### src/tcrf_pkg.sv
// Constants for the temperature conversion and result FIFO block
package tcrf_pkg;
  // Register offsets
  localparam logic [7:0] OFS_STATUS     = 8'h00;
  localparam logic [7:0] OFS_INT_EN     = 8'h01;
  localparam logic [7:0] OFS_FIFO_DATA  = 8'h08;
  localparam logic [7:0] OFS_FIFO_CNT   = 8'h09;
  localparam logic [7:0] OFS_UPPER_MSB  = 8'h10;
  localparam logic [7:0] OFS_UPPER_LSB  = 8'h11;
  localparam logic [7:0] OFS_LOWER_MSB  = 8'h12;
  localparam logic [7:0] OFS_LOWER_LSB  = 8'h13;
  localparam logic [7:0] OFS_SETUP      = 8'h14;
  localparam logic [7:0] OFS_PIN_SETUP  = 8'h20;
  localparam logic [7:0] OFS_PIN_LEVEL  = 8'h21;
  localparam logic [7:0] OFS_SERIAL0    = 8'h30;
  // Field positions
  localparam int STAT_LOW_BIT   = 0;
  localparam int STAT_HIGH_BIT  = 1;
  localparam int SETUP_CONV_BIT = 0;
  localparam int SETUP_RES_LSB  = 2;
  // Reset values and pin mode codes
  localparam logic [15:0] UPPER_RESET = 16'h7FFF;
  localparam logic [15:0] LOWER_RESET = 16'h8000;
  localparam logic [7:0]  SETUP_RESET = 8'hC0;
  localparam logic [5:0]  PIN_SETUP_RESET = 6'h2A;
  localparam logic [1:0]  PIN_MODE_SPECIAL = 2'h3;
  localparam logic [1:0]  PIN_MODE_OUTPUT  = 2'h1;
  // Timing
  localparam int CLK_NS = 10;
  localparam int PRESENCE_PWRUP_US = 2000;
  localparam int PRESENCE_PWRUP_CYC = PRESENCE_PWRUP_US * 1000 / CLK_NS;
  localparam int RESET_LOW_US = 480;
  localparam int RESET_LOW_CYC = (RESET_LOW_US * 1000 + CLK_NS - 1) / CLK_NS;
  localparam int PDH_US = 15;
  localparam int PDH_CYC = (PDH_US * 1000 + CLK_NS - 1) / CLK_NS;
  localparam int PDL_US = 60;
  localparam int PDL_CYC = (PDL_US * 1000 + CLK_NS - 1) / CLK_NS;
  localparam int CONV_US = 16500;
  localparam int CONV_CYC = CONV_US * 1000 / CLK_NS;

  typedef enum logic [1:0] {
    ST_STANDBY = 2'b00,
    ST_CONVERT = 2'b01
  } tcrf_conv_t;

  typedef enum logic [1:0] {
    PR_IDLE  = 2'b00,
    PR_LOW   = 2'b01,
    PR_WAIT  = 2'b10,
    PR_PULSE = 2'b11
  } tcrf_pres_t;
endpackage

### src/tcrf_top.sv
// Conversion control, result FIFO, thresholds and presence for the sensor
`timescale 1ns/10ps
module tcrf_top
  import tcrf_pkg::*;
#(
  parameter int          DEPTH        = 32,
  parameter int          CONV_CYCLES  = CONV_CYC,
  parameter int          PWRUP_CYCLES = PRESENCE_PWRUP_CYC,
  parameter logic [63:0] SERIAL_CODE  = 64'h0123456789ABCDEF // Arbitrary
) (
  input  wire logic        SYS_CLK,     // System clock
  input  wire logic        RST,         // Async reset, high
  input  wire logic        REG_WR,      // Register write strobe
  input  wire logic        REG_RD,      // Register read strobe
  input  wire logic [7:0]  REG_ADDR,    // Register offset
  input  wire logic [7:0]  REG_WDATA,   // Write data
  output logic      [7:0]  REG_RDATA,   // Read data
  output logic             REG_RVALID,  // Read data valid
  input  wire logic [15:0] SENSE_CODE,  // Raw 16-bit sample from sensor
  input  wire logic        DQ_I,        // Data line level
  output logic             DQ_O,        // Data line drive value
  output logic             DQ_OE,       // Data line pull low
  input  wire logic [2:0]  GP_I,        // General pin levels
  output logic      [2:0]  GP_O,        // General pin drive values
  output logic      [2:0]  GP_OE,       // General pin enables
  output logic             BUSY         // Conversion running
);

  localparam int CW = $clog2(DEPTH);
  localparam int CC = $clog2(CONV_CYCLES + 1);
  localparam int PC = $clog2(PWRUP_CYCLES + RESET_LOW_CYC + 1);

  tcrf_conv_t       conv_q;
  logic [CC-1:0]    conv_cnt_q;
  logic [15:0]      upper_q, lower_q;
  logic [7:0]       setup_q, int_en_q;
  logic [5:0]       pin_setup_q;
  logic [2:0]       pin_out_q;
  logic [1:0]       status_q;
  logic [15:0]      fifo_q [DEPTH];
  logic [CW-1:0]    wr_ptr_q, rd_ptr_q;
  logic [CW:0]      count_q;
  logic [15:0]      last_q, result;
  logic             rd_lsb_q;
  logic             conv_start, conv_done, fifo_pop, ext_trig;
  tcrf_pres_t       pres_q;
  logic [PC-1:0]    pres_cnt_q;

  function automatic logic [15:0] quantise(input logic [15:0] raw,
                                           input logic [1:0]  res);
    logic [15:0] mask;
    mask = 16'hFFFF << (2'h3 - res);
    return raw & mask;
  endfunction

  //////////////////////////////////////////////////////////////////////////
  // Conversion control
  assign ext_trig = (pin_setup_q[3:2] == PIN_MODE_SPECIAL) && !GP_I[1];
  assign conv_start = (REG_WR && REG_ADDR == OFS_SETUP
                       && REG_WDATA[SETUP_CONV_BIT]) || ext_trig;
  assign conv_done = (conv_q == ST_CONVERT) && (conv_cnt_q == '0);
  // Keep only the chosen resolution, sign bit kept, left-justified
  assign result = quantise(SENSE_CODE,
                           setup_q[SETUP_RES_LSB +: 2]);

  always_ff @(posedge SYS_CLK or posedge RST) begin
    if (RST) begin
      conv_q     <= ST_STANDBY;
      conv_cnt_q <= '0;
    end else begin
      case (conv_q)
        ST_STANDBY: begin
          if (conv_start) begin
            conv_q     <= ST_CONVERT;
            conv_cnt_q <= CC'(CONV_CYCLES - 1);
          end
        end
        ST_CONVERT: begin
          // New triggers are ignored here
          if (conv_cnt_q == '0) begin
            conv_q <= ST_STANDBY;
          end else begin
            conv_cnt_q <= conv_cnt_q - 1'b1;
          end
        end
        default: conv_q <= ST_STANDBY;
      endcase
    end
  end

  always_ff @(posedge SYS_CLK or posedge RST) begin
    if (RST) BUSY <= 1'b0;
    else BUSY <= (conv_q == ST_CONVERT && !conv_done)
                 || (conv_q == ST_STANDBY && conv_start);
  end

  a_conv_ignore: assert property (@(posedge SYS_CLK) disable iff (RST)
    conv_q == ST_CONVERT && conv_cnt_q != '0 |=>
      conv_q == ST_CONVERT && conv_cnt_q == $past(conv_cnt_q) - 1'b1)
    else $error("Conversion restarted or stalled");
  a_conv_start: assert property (@(posedge SYS_CLK) disable iff (RST)
    conv_q == ST_STANDBY && ext_trig |=> conv_q == ST_CONVERT)
    else $error("Pin trigger did not start conversion");

  //////////////////////////////////////////////////////////////////////////
  // Result FIFO
  assign fifo_pop = REG_RD && REG_ADDR == OFS_FIFO_DATA && rd_lsb_q;

  always_ff @(posedge SYS_CLK) begin
    if (conv_done) fifo_q[wr_ptr_q] <= result;
  end

  always_ff @(posedge SYS_CLK or posedge RST) begin
    if (RST) begin
      wr_ptr_q <= '0;
      rd_ptr_q <= '0;
      count_q  <= '0;
      last_q   <= '0;
    end else begin
      if (conv_done) begin
        wr_ptr_q <= wr_ptr_q + 1'b1;
        last_q   <= result;
      end
      if (conv_done && count_q == (CW+1)'(DEPTH)) begin
        rd_ptr_q <= rd_ptr_q + 1'b1;
      end else if (conv_done && !(fifo_pop && count_q != '0)) begin
        count_q <= count_q + 1'b1;
      end else if (!conv_done && fifo_pop && count_q != '0) begin
        rd_ptr_q <= rd_ptr_q + 1'b1;
        count_q  <= count_q - 1'b1;
      end else if (conv_done && fifo_pop && count_q != '0) begin
        rd_ptr_q <= rd_ptr_q + 1'b1;
      end
    end
  end

  a_fifo_bound: assert property (@(posedge SYS_CLK) disable iff (RST)
    count_q <= (CW+1)'(DEPTH))
    else $error("FIFO count exceeds depth");
  a_fifo_push: assert property (@(posedge SYS_CLK) disable iff (RST)
    conv_done && !fifo_pop && count_q < (CW+1)'(DEPTH) |=>
      count_q == $past(count_q) + 1'b1)
    else $error("Result not pushed");

  //////////////////////////////////////////////////////////////////////////
  // Registers and alarms
  always_ff @(posedge SYS_CLK or posedge RST) begin
    if (RST) begin
      upper_q     <= UPPER_RESET;
      lower_q     <= LOWER_RESET;
      setup_q     <= SETUP_RESET;
      int_en_q    <= 8'h00;
      pin_setup_q <= PIN_SETUP_RESET;
      pin_out_q   <= 3'h0;
    end else if (REG_WR) begin
      if (REG_ADDR == OFS_UPPER_MSB) upper_q[15:8] <= REG_WDATA;
      else if (REG_ADDR == OFS_UPPER_LSB) upper_q[7:0] <= REG_WDATA;
      else if (REG_ADDR == OFS_LOWER_MSB) lower_q[15:8] <= REG_WDATA;
      else if (REG_ADDR == OFS_LOWER_LSB) lower_q[7:0] <= REG_WDATA;
      else if (REG_ADDR == OFS_SETUP) setup_q <= {REG_WDATA[7:1], 1'b0};
      else if (REG_ADDR == OFS_INT_EN) int_en_q <= REG_WDATA;
      else if (REG_ADDR == OFS_PIN_SETUP) pin_setup_q <= REG_WDATA[5:0];
      else if (REG_ADDR == OFS_PIN_LEVEL) pin_out_q <= REG_WDATA[2:0];
    end
  end

  // Set wins over the clear by a status read
  always_ff @(posedge SYS_CLK or posedge RST) begin
    if (RST) status_q <= 2'b00;
    else begin
      if (REG_RD && REG_ADDR == OFS_STATUS) status_q <= 2'b00;
      if (conv_done && $signed(result) < $signed(lower_q))
        status_q[STAT_LOW_BIT] <= 1'b1;
      if (conv_done && $signed(result) > $signed(upper_q))
        status_q[STAT_HIGH_BIT] <= 1'b1;
    end
  end

  a_alarm_hold: assert property (@(posedge SYS_CLK) disable iff (RST)
    status_q[STAT_HIGH_BIT] && !(REG_RD && REG_ADDR == OFS_STATUS)
      |=> status_q[STAT_HIGH_BIT])
    else $error("High alarm dropped without status read");
  a_alarm_low: assert property (@(posedge SYS_CLK) disable iff (RST)
    conv_done && $signed(result) < $signed(lower_q)
      |=> status_q[STAT_LOW_BIT])
    else $error("Low alarm not set");

  //////////////////////////////////////////////////////////////////////////
  // Read port
  always_ff @(posedge SYS_CLK or posedge RST) begin
    if (RST) begin
      REG_RDATA  <= 8'h00;
      REG_RVALID <= 1'b0;
      rd_lsb_q   <= 1'b0;
    end else begin
      REG_RVALID <= REG_RD;
      REG_RDATA  <= 8'h00;
      if (REG_RD && REG_ADDR == OFS_FIFO_DATA) rd_lsb_q <= !rd_lsb_q;
      if (REG_RD) begin
        if (REG_ADDR == OFS_STATUS) REG_RDATA <= {6'h00, status_q};
        else if (REG_ADDR == OFS_INT_EN) REG_RDATA <= int_en_q;
        else if (REG_ADDR == OFS_FIFO_DATA) begin
          if (count_q == '0)
            REG_RDATA <= rd_lsb_q ? last_q[7:0] : last_q[15:8];
          else
            REG_RDATA <= rd_lsb_q ? fifo_q[rd_ptr_q][7:0]
                                  : fifo_q[rd_ptr_q][15:8];
        end
        else if (REG_ADDR == OFS_FIFO_CNT) REG_RDATA <= 8'(count_q);
        else if (REG_ADDR == OFS_UPPER_MSB) REG_RDATA <= upper_q[15:8];
        else if (REG_ADDR == OFS_UPPER_LSB) REG_RDATA <= upper_q[7:0];
        else if (REG_ADDR == OFS_LOWER_MSB) REG_RDATA <= lower_q[15:8];
        else if (REG_ADDR == OFS_LOWER_LSB) REG_RDATA <= lower_q[7:0];
        else if (REG_ADDR == OFS_SETUP)
          REG_RDATA <= {setup_q[7:1], conv_q == ST_CONVERT};
        else if (REG_ADDR == OFS_PIN_SETUP) REG_RDATA <= {2'h0, pin_setup_q};
        else if (REG_ADDR == OFS_PIN_LEVEL)
          REG_RDATA <= {5'h00, GP_I};
        else if (REG_ADDR[7:3] == OFS_SERIAL0[7:3])
          REG_RDATA <= SERIAL_CODE[REG_ADDR[2:0]*8 +: 8];
      end
    end
  end

  //////////////////////////////////////////////////////////////////////////
  // General pins; pin 0 carries the alarm interrupt in mode 11
  always_ff @(posedge SYS_CLK or posedge RST) begin
    if (RST) begin
      GP_O  <= 3'h0;
      GP_OE <= 3'h0;
    end else begin
      for (int i = 0; i < 3; i++) begin
        GP_O[i]  <= pin_out_q[i];
        GP_OE[i] <= pin_setup_q[2*i +: 2] == PIN_MODE_OUTPUT;
      end
      if (pin_setup_q[1:0] == PIN_MODE_SPECIAL) begin
        GP_O[0]  <= 1'b0;
        GP_OE[0] <= |(status_q & int_en_q[1:0]);
      end
    end
  end

  //////////////////////////////////////////////////////////////////////////
  // Presence pulse on the data line
  always_ff @(posedge SYS_CLK or posedge RST) begin
    if (RST) begin
      pres_q     <= PR_PULSE;
      pres_cnt_q <= PC'(PDL_CYC);
    end else begin
      case (pres_q)
        PR_IDLE: begin
          pres_cnt_q <= DQ_I ? '0 : pres_cnt_q + 1'b1;
          if (!DQ_I && pres_cnt_q >= PC'(RESET_LOW_CYC - 1))
            pres_q <= PR_LOW;
        end
        PR_LOW: if (DQ_I) begin
          pres_q     <= PR_WAIT;
          pres_cnt_q <= PC'(PDH_CYC);
        end
        PR_WAIT: begin
          pres_cnt_q <= pres_cnt_q - 1'b1;
          if (pres_cnt_q == '0) begin
            pres_q     <= PR_PULSE;
            pres_cnt_q <= PC'(PDL_CYC);
          end
        end
        PR_PULSE: begin
          pres_cnt_q <= pres_cnt_q - 1'b1;
          // Restart the low-time count from zero, not from a wrapped value
          if (pres_cnt_q == '0) begin
            pres_q     <= PR_IDLE;
            pres_cnt_q <= '0;
          end
        end
        default: pres_q <= PR_IDLE;
      endcase
    end
  end

  always_ff @(posedge SYS_CLK or posedge RST) begin
    if (RST) begin
      DQ_O  <= 1'b0;
      DQ_OE <= 1'b0;
    end else begin
      DQ_O  <= 1'b0;
      DQ_OE <= pres_q == PR_PULSE && pres_cnt_q != '0;
    end
  end

  a_dq_never_high: assert property (@(posedge SYS_CLK) disable iff (RST)
    DQ_OE |-> !DQ_O)
    else $error("Data line driven high");
  a_pres_after: assert property (@(posedge SYS_CLK) disable iff (RST)
    pres_q == PR_WAIT && pres_cnt_q == '0 |=> ##1 DQ_OE)
    else $error("Presence pulse missing");

endmodule // tcrf_top

### config.mk
export PLATFORM = sky130hd
export DESIGN_NAME = tcrf_top
export DESIGN_NICKNAME = d
export VERILOG_FILES = /design/src/tcrf_pkg.sv /design/src/tcrf_top.sv
export SDC_FILE = /design/constraint.sdc
export NUM_CORES = 1
export LEC_CHECK = 0
export BUFFER_PORTS_ARGS = -buffer_cell sky130_fd_sc_hd__buf_4
export CORE_ASPECT_RATIO = 0.7
export CORE_MARGIN = 2
export CORE_UTILIZATION = 45
export DETAILED_ROUTE_END_ITERATION = 7
export GPL_TIMING_DRIVEN = 1
export PLACE_DENSITY = 0.68
export SETUP_SLACK_MARGIN = 0.4
export SLEW_MARGIN = 20
export SYNTH_ARGS = -nofsm -noshare
export SYNTH_HDL_FRONTEND = slang
export SYNTH_SLANG_ARGS = --single-unit
### constraint.sdc
create_clock -name SYS_CLK -period 6.1 [get_ports SYS_CLK]
set_clock_uncertainty 0.2 [all_clocks]
set_input_delay 1.22 -clock SYS_CLK [delete_from_list [all_inputs] [get_ports SYS_CLK]]
set_output_delay 1.22 -clock SYS_CLK [all_outputs]
set_load 0.005 [all_outputs]
* After elaboration in Yosys (flattened, before gate mapping) *
Memory sizes are Yosys's and may differ from the RTL's.
Cells that the tools add are included.

storage, ports and cells
  register bits = 151
  latch bits = 0
  bits in writable memories = 512
  bits in read-only memories = 0
  word-level logic and storage cells = 177
  memories kept = 1

cells by class
  add/sub/neg operators = 8
  $mul = 0
  div/mod/pow operators = 0
  order comparisons = 3
  equality and inequality tests = 29
  shift-type cells = 2
  multiplexer cells = 45
  bitwise operators = 10
  reductions and logical operators = 54

memory list
  name    depth  bits a word  rd ports  clocked after memory_dff  write ports  line            RTL
  fifo_q  32     16           1         0                         1            tcrf_top.sv:40  logic [15:0] fifo_q [DEPTH];

operators with widths
  kind                                                                                   count
  8-bit 2-to-1 mux                                                                       16
  18-bit 2-to-1 mux                                                                      4
  18-bit case mux with 4 select lines                                                    1
  64-bit by 7-bit variable part select with 8-bit output, first input constant           1
  21-bit 2-to-1 mux                                                                      2
  21-bit case mux with 2 select lines                                                    1
  8-bit by 5-bit == test with 1-bit output, second input constant                        5
  21-bit zero test                                                                       1
  21-bit by 1-bit subtractor with 21-bit output, second input constant                   1
  1-bit logical AND                                                                      20
  5-bit 2-to-1 mux                                                                       4
  18-bit by 1-bit adder with 18-bit output, second input constant                        1
  18-bit by 16-bit greater-or-equal comparator with 1-bit output, second input constant  1
  18-bit zero test                                                                       1
  18-bit nonzero test                                                                    1
  18-bit by 1-bit subtractor with 18-bit output, second input constant                   1
  16-bit AND                                                                             1
  8-bit by 4-bit == test with 1-bit output, second input constant                        2
  8-bit by 6-bit == test with 1-bit output, second input constant                        2
  16-bit greater-than comparator                                                         1
  16-bit less-than comparator                                                            1
  2-bit inequality test, second input constant                                           8
  16-bit by 2-bit << shifter with 16-bit output, first input constant                    1
  2-bit 2-to-1 mux                                                                       7
  other kinds (32)                                                                       67

* Depth between registers and ports, before layout *
Gate-level depths: netlist (run 1).

  depth in word-level cells = 14
  gate-level depth with buffers = 16
  gate-level depth less buffers = 14

* Worst setup path before layout (run 1) *
No wires, ideal clock.

  kind = input to register
  start point = in REG_ADDR[5]
  end point = reg count_q[5]
  arrival time = 4,041 ps
  path slack = 1,735 ps
  cell stages on the path = 12
  buffers on the path = 1
  path through = buf_6 > nor4_1 > and4_1 > nand3_1 > o21ai_0 > ha_1 > a21o_1 > a21oi_1 > o21ai_0 > and3_1 > o31ai_1 > nand2_1

between the ends
  cells in the longest elaborated chain, start to end = 8
  elaborated cells on any way between the ends = 11

RTL lines
  element                                       line             RTL
  start, declared                               tcrf_top.sv:15   input wire logic [7:0] REG_ADDR,
  8-bit by 4-bit == test with 1-bit output (*)  tcrf_top.sv:107  assign fifo_pop = REG_RD && REG_ADDR == OFS_FIFO_DATA && rd_lsb_q;
  1-bit logical AND (*) (2 in a row)            tcrf_top.sv:107
  1-bit logical AND                             tcrf_top.sv:126  end else if (conv_done && !(fifo_pop && count_q != '0)) begin
  1-bit zero test                               tcrf_top.sv:126
  1-bit logical AND                             tcrf_top.sv:126
  2-bit nonzero test (no source line)           --
  2-bit AND reduction (no source line)          --
  end signal, assigned                          tcrf_top.sv:127  count_q <= count_q + 1'b1;
  end signal, assigned                          tcrf_top.sv:130  count_q <= count_q - 1'b1;
  end, declared                                 tcrf_top.sv:42   logic [CW:0] count_q;

Every way passes the cells marked *; elsewhere a longest branch is shown, timed or not.
A chain may end at the register's enable or synchronous reset.

* Final worst setup path (run 1) *
Same ends and word-level chain as after synthesis.

==> results of run 1 <==
[how the worst min path moves through the flow]
stage	startpoint	endpoint	cells after the start	slack, ns
2_1_floorplan	pin_out_q[1]	GP_O[1]	0	0.15
3_3_place_gp	pin_out_q[2]	GP_O[2]	0	0.16
3_5_place_dp	pin_out_q[2]	GP_O[2]	0	0.16
4_1_cts	pin_out_q[2]	GP_O[2]	0	0.17
5_1_grt	pin_out_q[2]	GP_O[2]	0	0.18
6_report	pin_out_q[2]	GP_O[2]	0	0.17
[per-stage QoR]
step	power [uW]	instance area, um^2	util (%)
final	10400	32400	51.2
after detailed placement	6490	30200	47.8
after CTS	10500	32300	51.2
after global placement	6440	30200	47.8
after floorplan	6130	28800	-
after global routing	10800	32400	51.2
[cells by family after synthesis]
| kind of cell | count (synthesis) | synth area share, % |
|---|---|---|
| AO/OA/AOI/OAI | 294 | 6.98 |
| AND/OR/NAND/NOR | 430 | 7.68 |
| other | 1 | 0.0130 |
| multiplexers | 242 | 13.0 |
| buffers and inverters | 150 | 2.46 |
| adder cells (fa/ha/maj) | 50 | 2.20 |
| flip-flops | 662 | 66.6 |
| XOR/XNOR | 37 | 1.13 |
[layer usage]
layer  vias up  wire, um  GRT usage (%)
met1      8889     32900           35.4
met4         0      1690           5.42
met2       928     31100           31.1
li1       7443         -              -
met3       110      8550           5.80
met5         -         0              0
[Yosys cell counts, drive strengths merged, types with 4 or more instances]
master and instances:
o21ai 69, inv 52, a211oi 5, nand4 15, nand2b 6, nand3 55
dfstp 30, a221oi 33, and2 7, nor3 25, o2111ai 4, and3 8
or4 5, mux2i 73, or3 9, or2 6, dfrtp 120, clkbuf 41
mux2 71, o21a 5, buf 55, xor2 18, o31ai 7, edfxtp 512
a22oi 30, a21o 11, o211ai 14, nor2b 9, nor4b 7, nor2 120
xnor2 19, mux4 98, a2111oi 4, ha 49, a21oi 48, a22o 9
o22ai 10, nand2 123, a31oi 14, o32ai 6, nor4 15, nand3b 5
[layout make-up]
type	instances	area, um^2	share of cell area (%)
tap	829	1040	3.20
timing repair buffer	110	896	2.77
clock buffer	70	1580	4.89
sequential	662	19200	59.2
multi-input combinational	1054	8950	27.6
inverter	54	208	0.642
clock inverter	46	528	1.63
[where the power goes]
group	internal, uW	total, uW	leakage, uW	switching, uW
sequential	5000	5200	0.00658	206
combinational	506	1210	0.00421	702
clock	2300	4010	0.00103	1710
total	7800	10400	0.0118	2620
[flip-flops by register name, indices dropped and copies added, names as in the netlist, 2 cells and up]
name / cells
fifo_q: 512
conv_cnt_q: 21
pres_cnt_q: 18
last_q: 16
lower_q: 16
upper_q: 16
REG_RDATA: 8
int_en_q: 8
setup_q: 7
count_q: 6
pin_setup_q: 6
rd_ptr_q: 5
wr_ptr_q: 5
GP_OE: 3
GP_O: 3
pin_out_q: 3
pres_q: 2
status_q: 2
[cells in the final DEF (no fill, tap or decap), drive strengths merged, types with 6 or more instances in the layout]
| cell | count |
|---|---|
| and3 | 8 |
| o211ai | 14 |
| dfstp | 30 |
| nor4 | 15 |
| dfrtp | 120 |
| mux2i | 73 |
| nand4 | 15 |
| edfxtp | 512 |
| o31ai | 7 |
| a21o | 11 |
| nor4b | 7 |
| buf | 110 |
| a21oi | 48 |
| a221oi | 33 |
| and2 | 7 |
| mux4 | 98 |
| a22o | 9 |
| nand2 | 123 |
| a22oi | 30 |
| clkbuf | 70 |
| inv | 55 |
| o21ai | 69 |
| clkinv | 29 |
| o22ai | 10 |
| a31oi | 14 |
| nand2b | 6 |
| ha | 49 |
| mux2 | 71 |
| or2 | 6 |
| o32ai | 6 |
| xnor2 | 19 |
| xor2 | 18 |
| nand3 | 55 |
| clkinvlp | 6 |
| nor3 | 25 |
| or3 | 9 |
| nor2b | 9 |
| bufinv | 10 |
| nor2 | 120 |
==> impl_metrics.toml, run 1 <==
[run_status]
status = "finished, final reports clean"

[critical_path]
crit_top_cell = "o21ai_0"
crit_path_max_incr_delay_ns = 0.62
end_kind = "flip-flop"
start_kind = "input port"
critical_path_class = "in2reg"
r2r-start = "conv_cnt_q[2]"
crit_end = "count_q[5]"
required_ns = 6.39
reg2reg_depth = 7
crit_path_max_fanout = 11
startpoint = "REG_ADDR[5]"
cp.arrival_ns = 4.77
critical_path_cell_count = 12
r2r_slack_ns = 2.18
cpMaxStageDelayCell = "nor4_1"
crit_buf_inv = 1
path_cells = "buf_4, nor4_1, and4_1, nand3_1, o21ai_0, ha_1, a21o_1, a21oi_1, o21ai_0, and3_1, o31ai_1, nand2_1"
reg2reg_to = "fifo_q[23][10]"
critical-path-top-delay-family = "simple AND/OR/NAND/NOR gates"

[clock_tree]
root_buffer = "clkbuf_16"
ctsResizeCount = 0
ctsHoldBuffers = 0
clkTransAtPathRegs_ns = 0.06
cts_tree = "yes"
post-cts-setup-buffers = 0
cts_buffer_depth = 3
numCtsBuffers = 61
cts.sinks = 662
clk_latency_ns = 0.66
htreeDepth = 2

[yosys]
synthTopCellsByArea = "edfxtp_1 (53%), dfrtp_1 (10%), mux4_2 (7.7%)"
synth_seq_cells = 662
yosys.area.top_type_share_pct = 53.4
synth_nets = 1956
syn_area_per_cell_um2 = 15.4
syn_inst = 1866
ys.flop_type = "edfxtp_1"
async_flop_share_pct = 22.7
ys_types = 89
synth_edf_count = 512
yosysSeqAreaShare_pct = 66.6
synth_area_mm2 = 0.0288
ys.warnings.count = 0
yosysTopAreaCell = "edfxtp_1"

[sta]
final_max_slew_viol_count = 0
slew_headroom_pct = 23.8
worst_pin_slew_ns = 1.14
fin_hold_ws_ns = 0.171
finalWorstSetupSlack_ns = 1.62
rsz0062_at_grt = "false"
min_period_ns = 4.48
hold_viol_final = 0
setup_viol = 0
fmax_mhz = 223
fin_crit_sh_pct = 73.4
setup_tns_ns = 0

[die]
dieArea_mm2 = 0.0661
rows = 77
start_util_pct = 45.6
die_w_um = 306
die_h_um = 216
coreArea_mm2 = 0.0632
ios = 58

[routing]
avgViaCountPerCell = 6.15
num_vias = 17400
first_iter_violations = 2504
first_pass_iters = 6
drtAntennaViolNets = 0
wl_per_cell_um = 26.3
routed_wl_um = 74200
drc = 0

[worst_hold_path]
hold_path.class = "reg2reg"

[finish]
drive_gt1_share_pct = 22.8
nNetsFinal = 2033
final_cell_count_no_fill = 2825
diodes = 0
n_fill_cell = 5139
areaGrowthSynthToFinish_pct = 12.4

[global_routing]
first_global_vias = 16700
grt_pass1_wl_um = 110000
grt_overflow_total = 0
grt_max_degree = 105
grtUsageTotal_pct = 22.5
antenna_found_initial = 4

[power_and_ir_drop]
total_leakage_power_uw = 0.0118
power.density_mw_per_mm2 = 322
ir_drop_mv = 0.257

[place]
dp_slack_ns = 1.07
finalWeightedCongestion = 0.945
place_inst = 2708
post-dp-hpwl_um = 48100
port-buffer-count = 56

[flow_run]
drv_cap = 0
(Power assumes the default switching activity.)
==> run 2: changes to the inputs <==
- clock period: 6.1 -> 4.4 ns (I/O delays scaled with it)
==> impl_metrics.toml, run 2 (same netlist as run 1, synthesis figures left out) <==
[critical_path]
start_kind = "flip-flop"
required_ns = 4.56
cp.arrival_ns = 3.53
r2r_slack_ns = 1.03
critical_path_class = "reg2reg"
crit_path_max_fanout = 29
startpoint = "conv_cnt_q[14]"
crit_end = "fifo_q[8][4]"
end_kind = "flip-flop"
r2r-start = "conv_cnt_q[14]"
reg2reg_depth = 7
reg2reg_to = "fifo_q[8][4]"

[clock_tree]
ctsResizeCount = 0
cts.sinks = 662
clk_latency_ns = 0.67
clkTransAtPathRegs_ns = 0.06
post-cts-setup-buffers = 0
root_buffer = "clkbuf_16"
ctsHoldBuffers = 0
cts_buffer_depth = 3
htreeDepth = 2
numCtsBuffers = 60
cts_tree = "yes"

[sta]
final_max_slew_viol_count = 0
fin_crit_sh_pct = 76.7
min_period_ns = 3.37
worst_pin_slew_ns = 1.00
slew_headroom_pct = 31.3
fmax_mhz = 296
setup_tns_ns = 0
hold_viol_final = 0
setup_viol = 0
rsz0062_at_grt = "false"

[flow_run]
drv_cap = 0

[die]
die_h_um = 216
coreArea_mm2 = 0.0632
start_util_pct = 45.6
dieArea_mm2 = 0.0661
rows = 77
ios = 58
die_w_um = 306

[power_and_ir_drop]
ir_drop_mv = 0.467
total_leakage_power_uw = 0.0118
power.density_mw_per_mm2 = 437

[global_routing]
antenna_found_initial = 6
first_global_vias = 16800
grtUsageTotal_pct = 22.8
grt_overflow_total = 0
grt_pass1_wl_um = 111000
grt_max_degree = 85

[routing]
num_vias = 17400
first_iter_violations = 1991
drc = 0
drtAntennaViolNets = 0
routed_wl_um = 75700
wl_per_cell_um = 26.7
avgViaCountPerCell = 6.13
first_pass_iters = 5

[run_status]
status = "finished, final reports clean"

[finish]
register_area_mm2 = 0.0192
multi_input_area_mm2 = 0.00894
largest_reg_flops = 512
fin_area_mm2 = 0.0323
largest_register = "fifo_q"
drive_gt1_share_pct = 22.7
n_fill_cell = 5169
reg.largest.list = "fifo_q: 512 flops, conv_cnt_q: 21 flops, pres_cnt_q: 18 flops"
final_common_cell = "edfxtp_1"
areaGrowthSynthToFinish_pct = 12.3
final_cell_mix = "edfxtp_1 (512), buf_4 (122), nand2_1 (121)"
nNetsFinal = 2049

[place]
port-buffer-count = 56
finalWeightedCongestion = 0.931
post-dp-hpwl_um = 49600
place_area_mm2 = 0.0304

[worst_hold_path]
hold_path.class = "in2async"
run 2: worst min path at each step:
stage,end,start,slack [ns],depth (start not counted)
after floorplan,GP_O[1],pin_out_q[1],0.15,0
after global placement,GP_O[1],pin_out_q[1],0.16,0
after detailed placement,GP_O[1],pin_out_q[1],0.16,0
after CTS,conv_cnt_q[9],RST,0.06,2
after global routing,conv_cnt_q[11],RST,0.1,2
final,conv_cnt_q[11],RST,0.08,2
run 2: final cells by class:
type | count | share of cell area [%]
timing repair buffer | 127 | 3.14
clock inverter | 40 | 1.27
inverter | 54 | 0.639
tap | 829 | 3.21
antenna | 1 | 0.00774
sequential | 662 | 59.3
clock buffer | 73 | 4.79
multi-input combinational | 1054 | 27.6
run 2: metrics by stage:
stage                     utilization [%]  hold slack (ns)  instances  setup WS, ns  power, uW
after floorplan                         -            0.149       1866         0.525       8500
final                                51.2           0.0759       2840          1.03      14100
after CTS                            51.2           0.0563       2839         0.988      14200
after global placement               48.1            0.157       2726         0.561       8930
after global routing                 51.2           0.0975       2839         0.705      14700
after detailed placement             48.1            0.163       2726         0.638       9010
run 2: worst max-delay path, cell delays in order, from the launching register on:
cell	delay [ns]
dfrtp_1	0.41
or4_4	0.57
nor4b_4	0.29
and3_1	0.25
buf_4	0.35
nand2_2	0.23
nor2_2	0.45
buf_4	0.32
run 2: metal layers:
| metal | track usage, % | vias up | wire, um |
|---|---|---|---|
| met3 | 8.36 | 115 | 9670 |
| met1 | 34.2 | 8897 | 32900 |
| li1 | - | 7472 | - |
| met4 | 5.34 | 8 | 1530 |
| met2 | 31.4 | 931 | 31500 |
| met5 | 1.16 | - | 144 |
run 2: power by group:
group | switching, uW | total (uW) | internal, uW | leakage [uW]
Clock | 2360 | 5240 | 2880 | 0.000938
Sequential | 276 | 7200 | 6930 | 0.00658
Combinational | 994 | 1700 | 706 | 0.00429
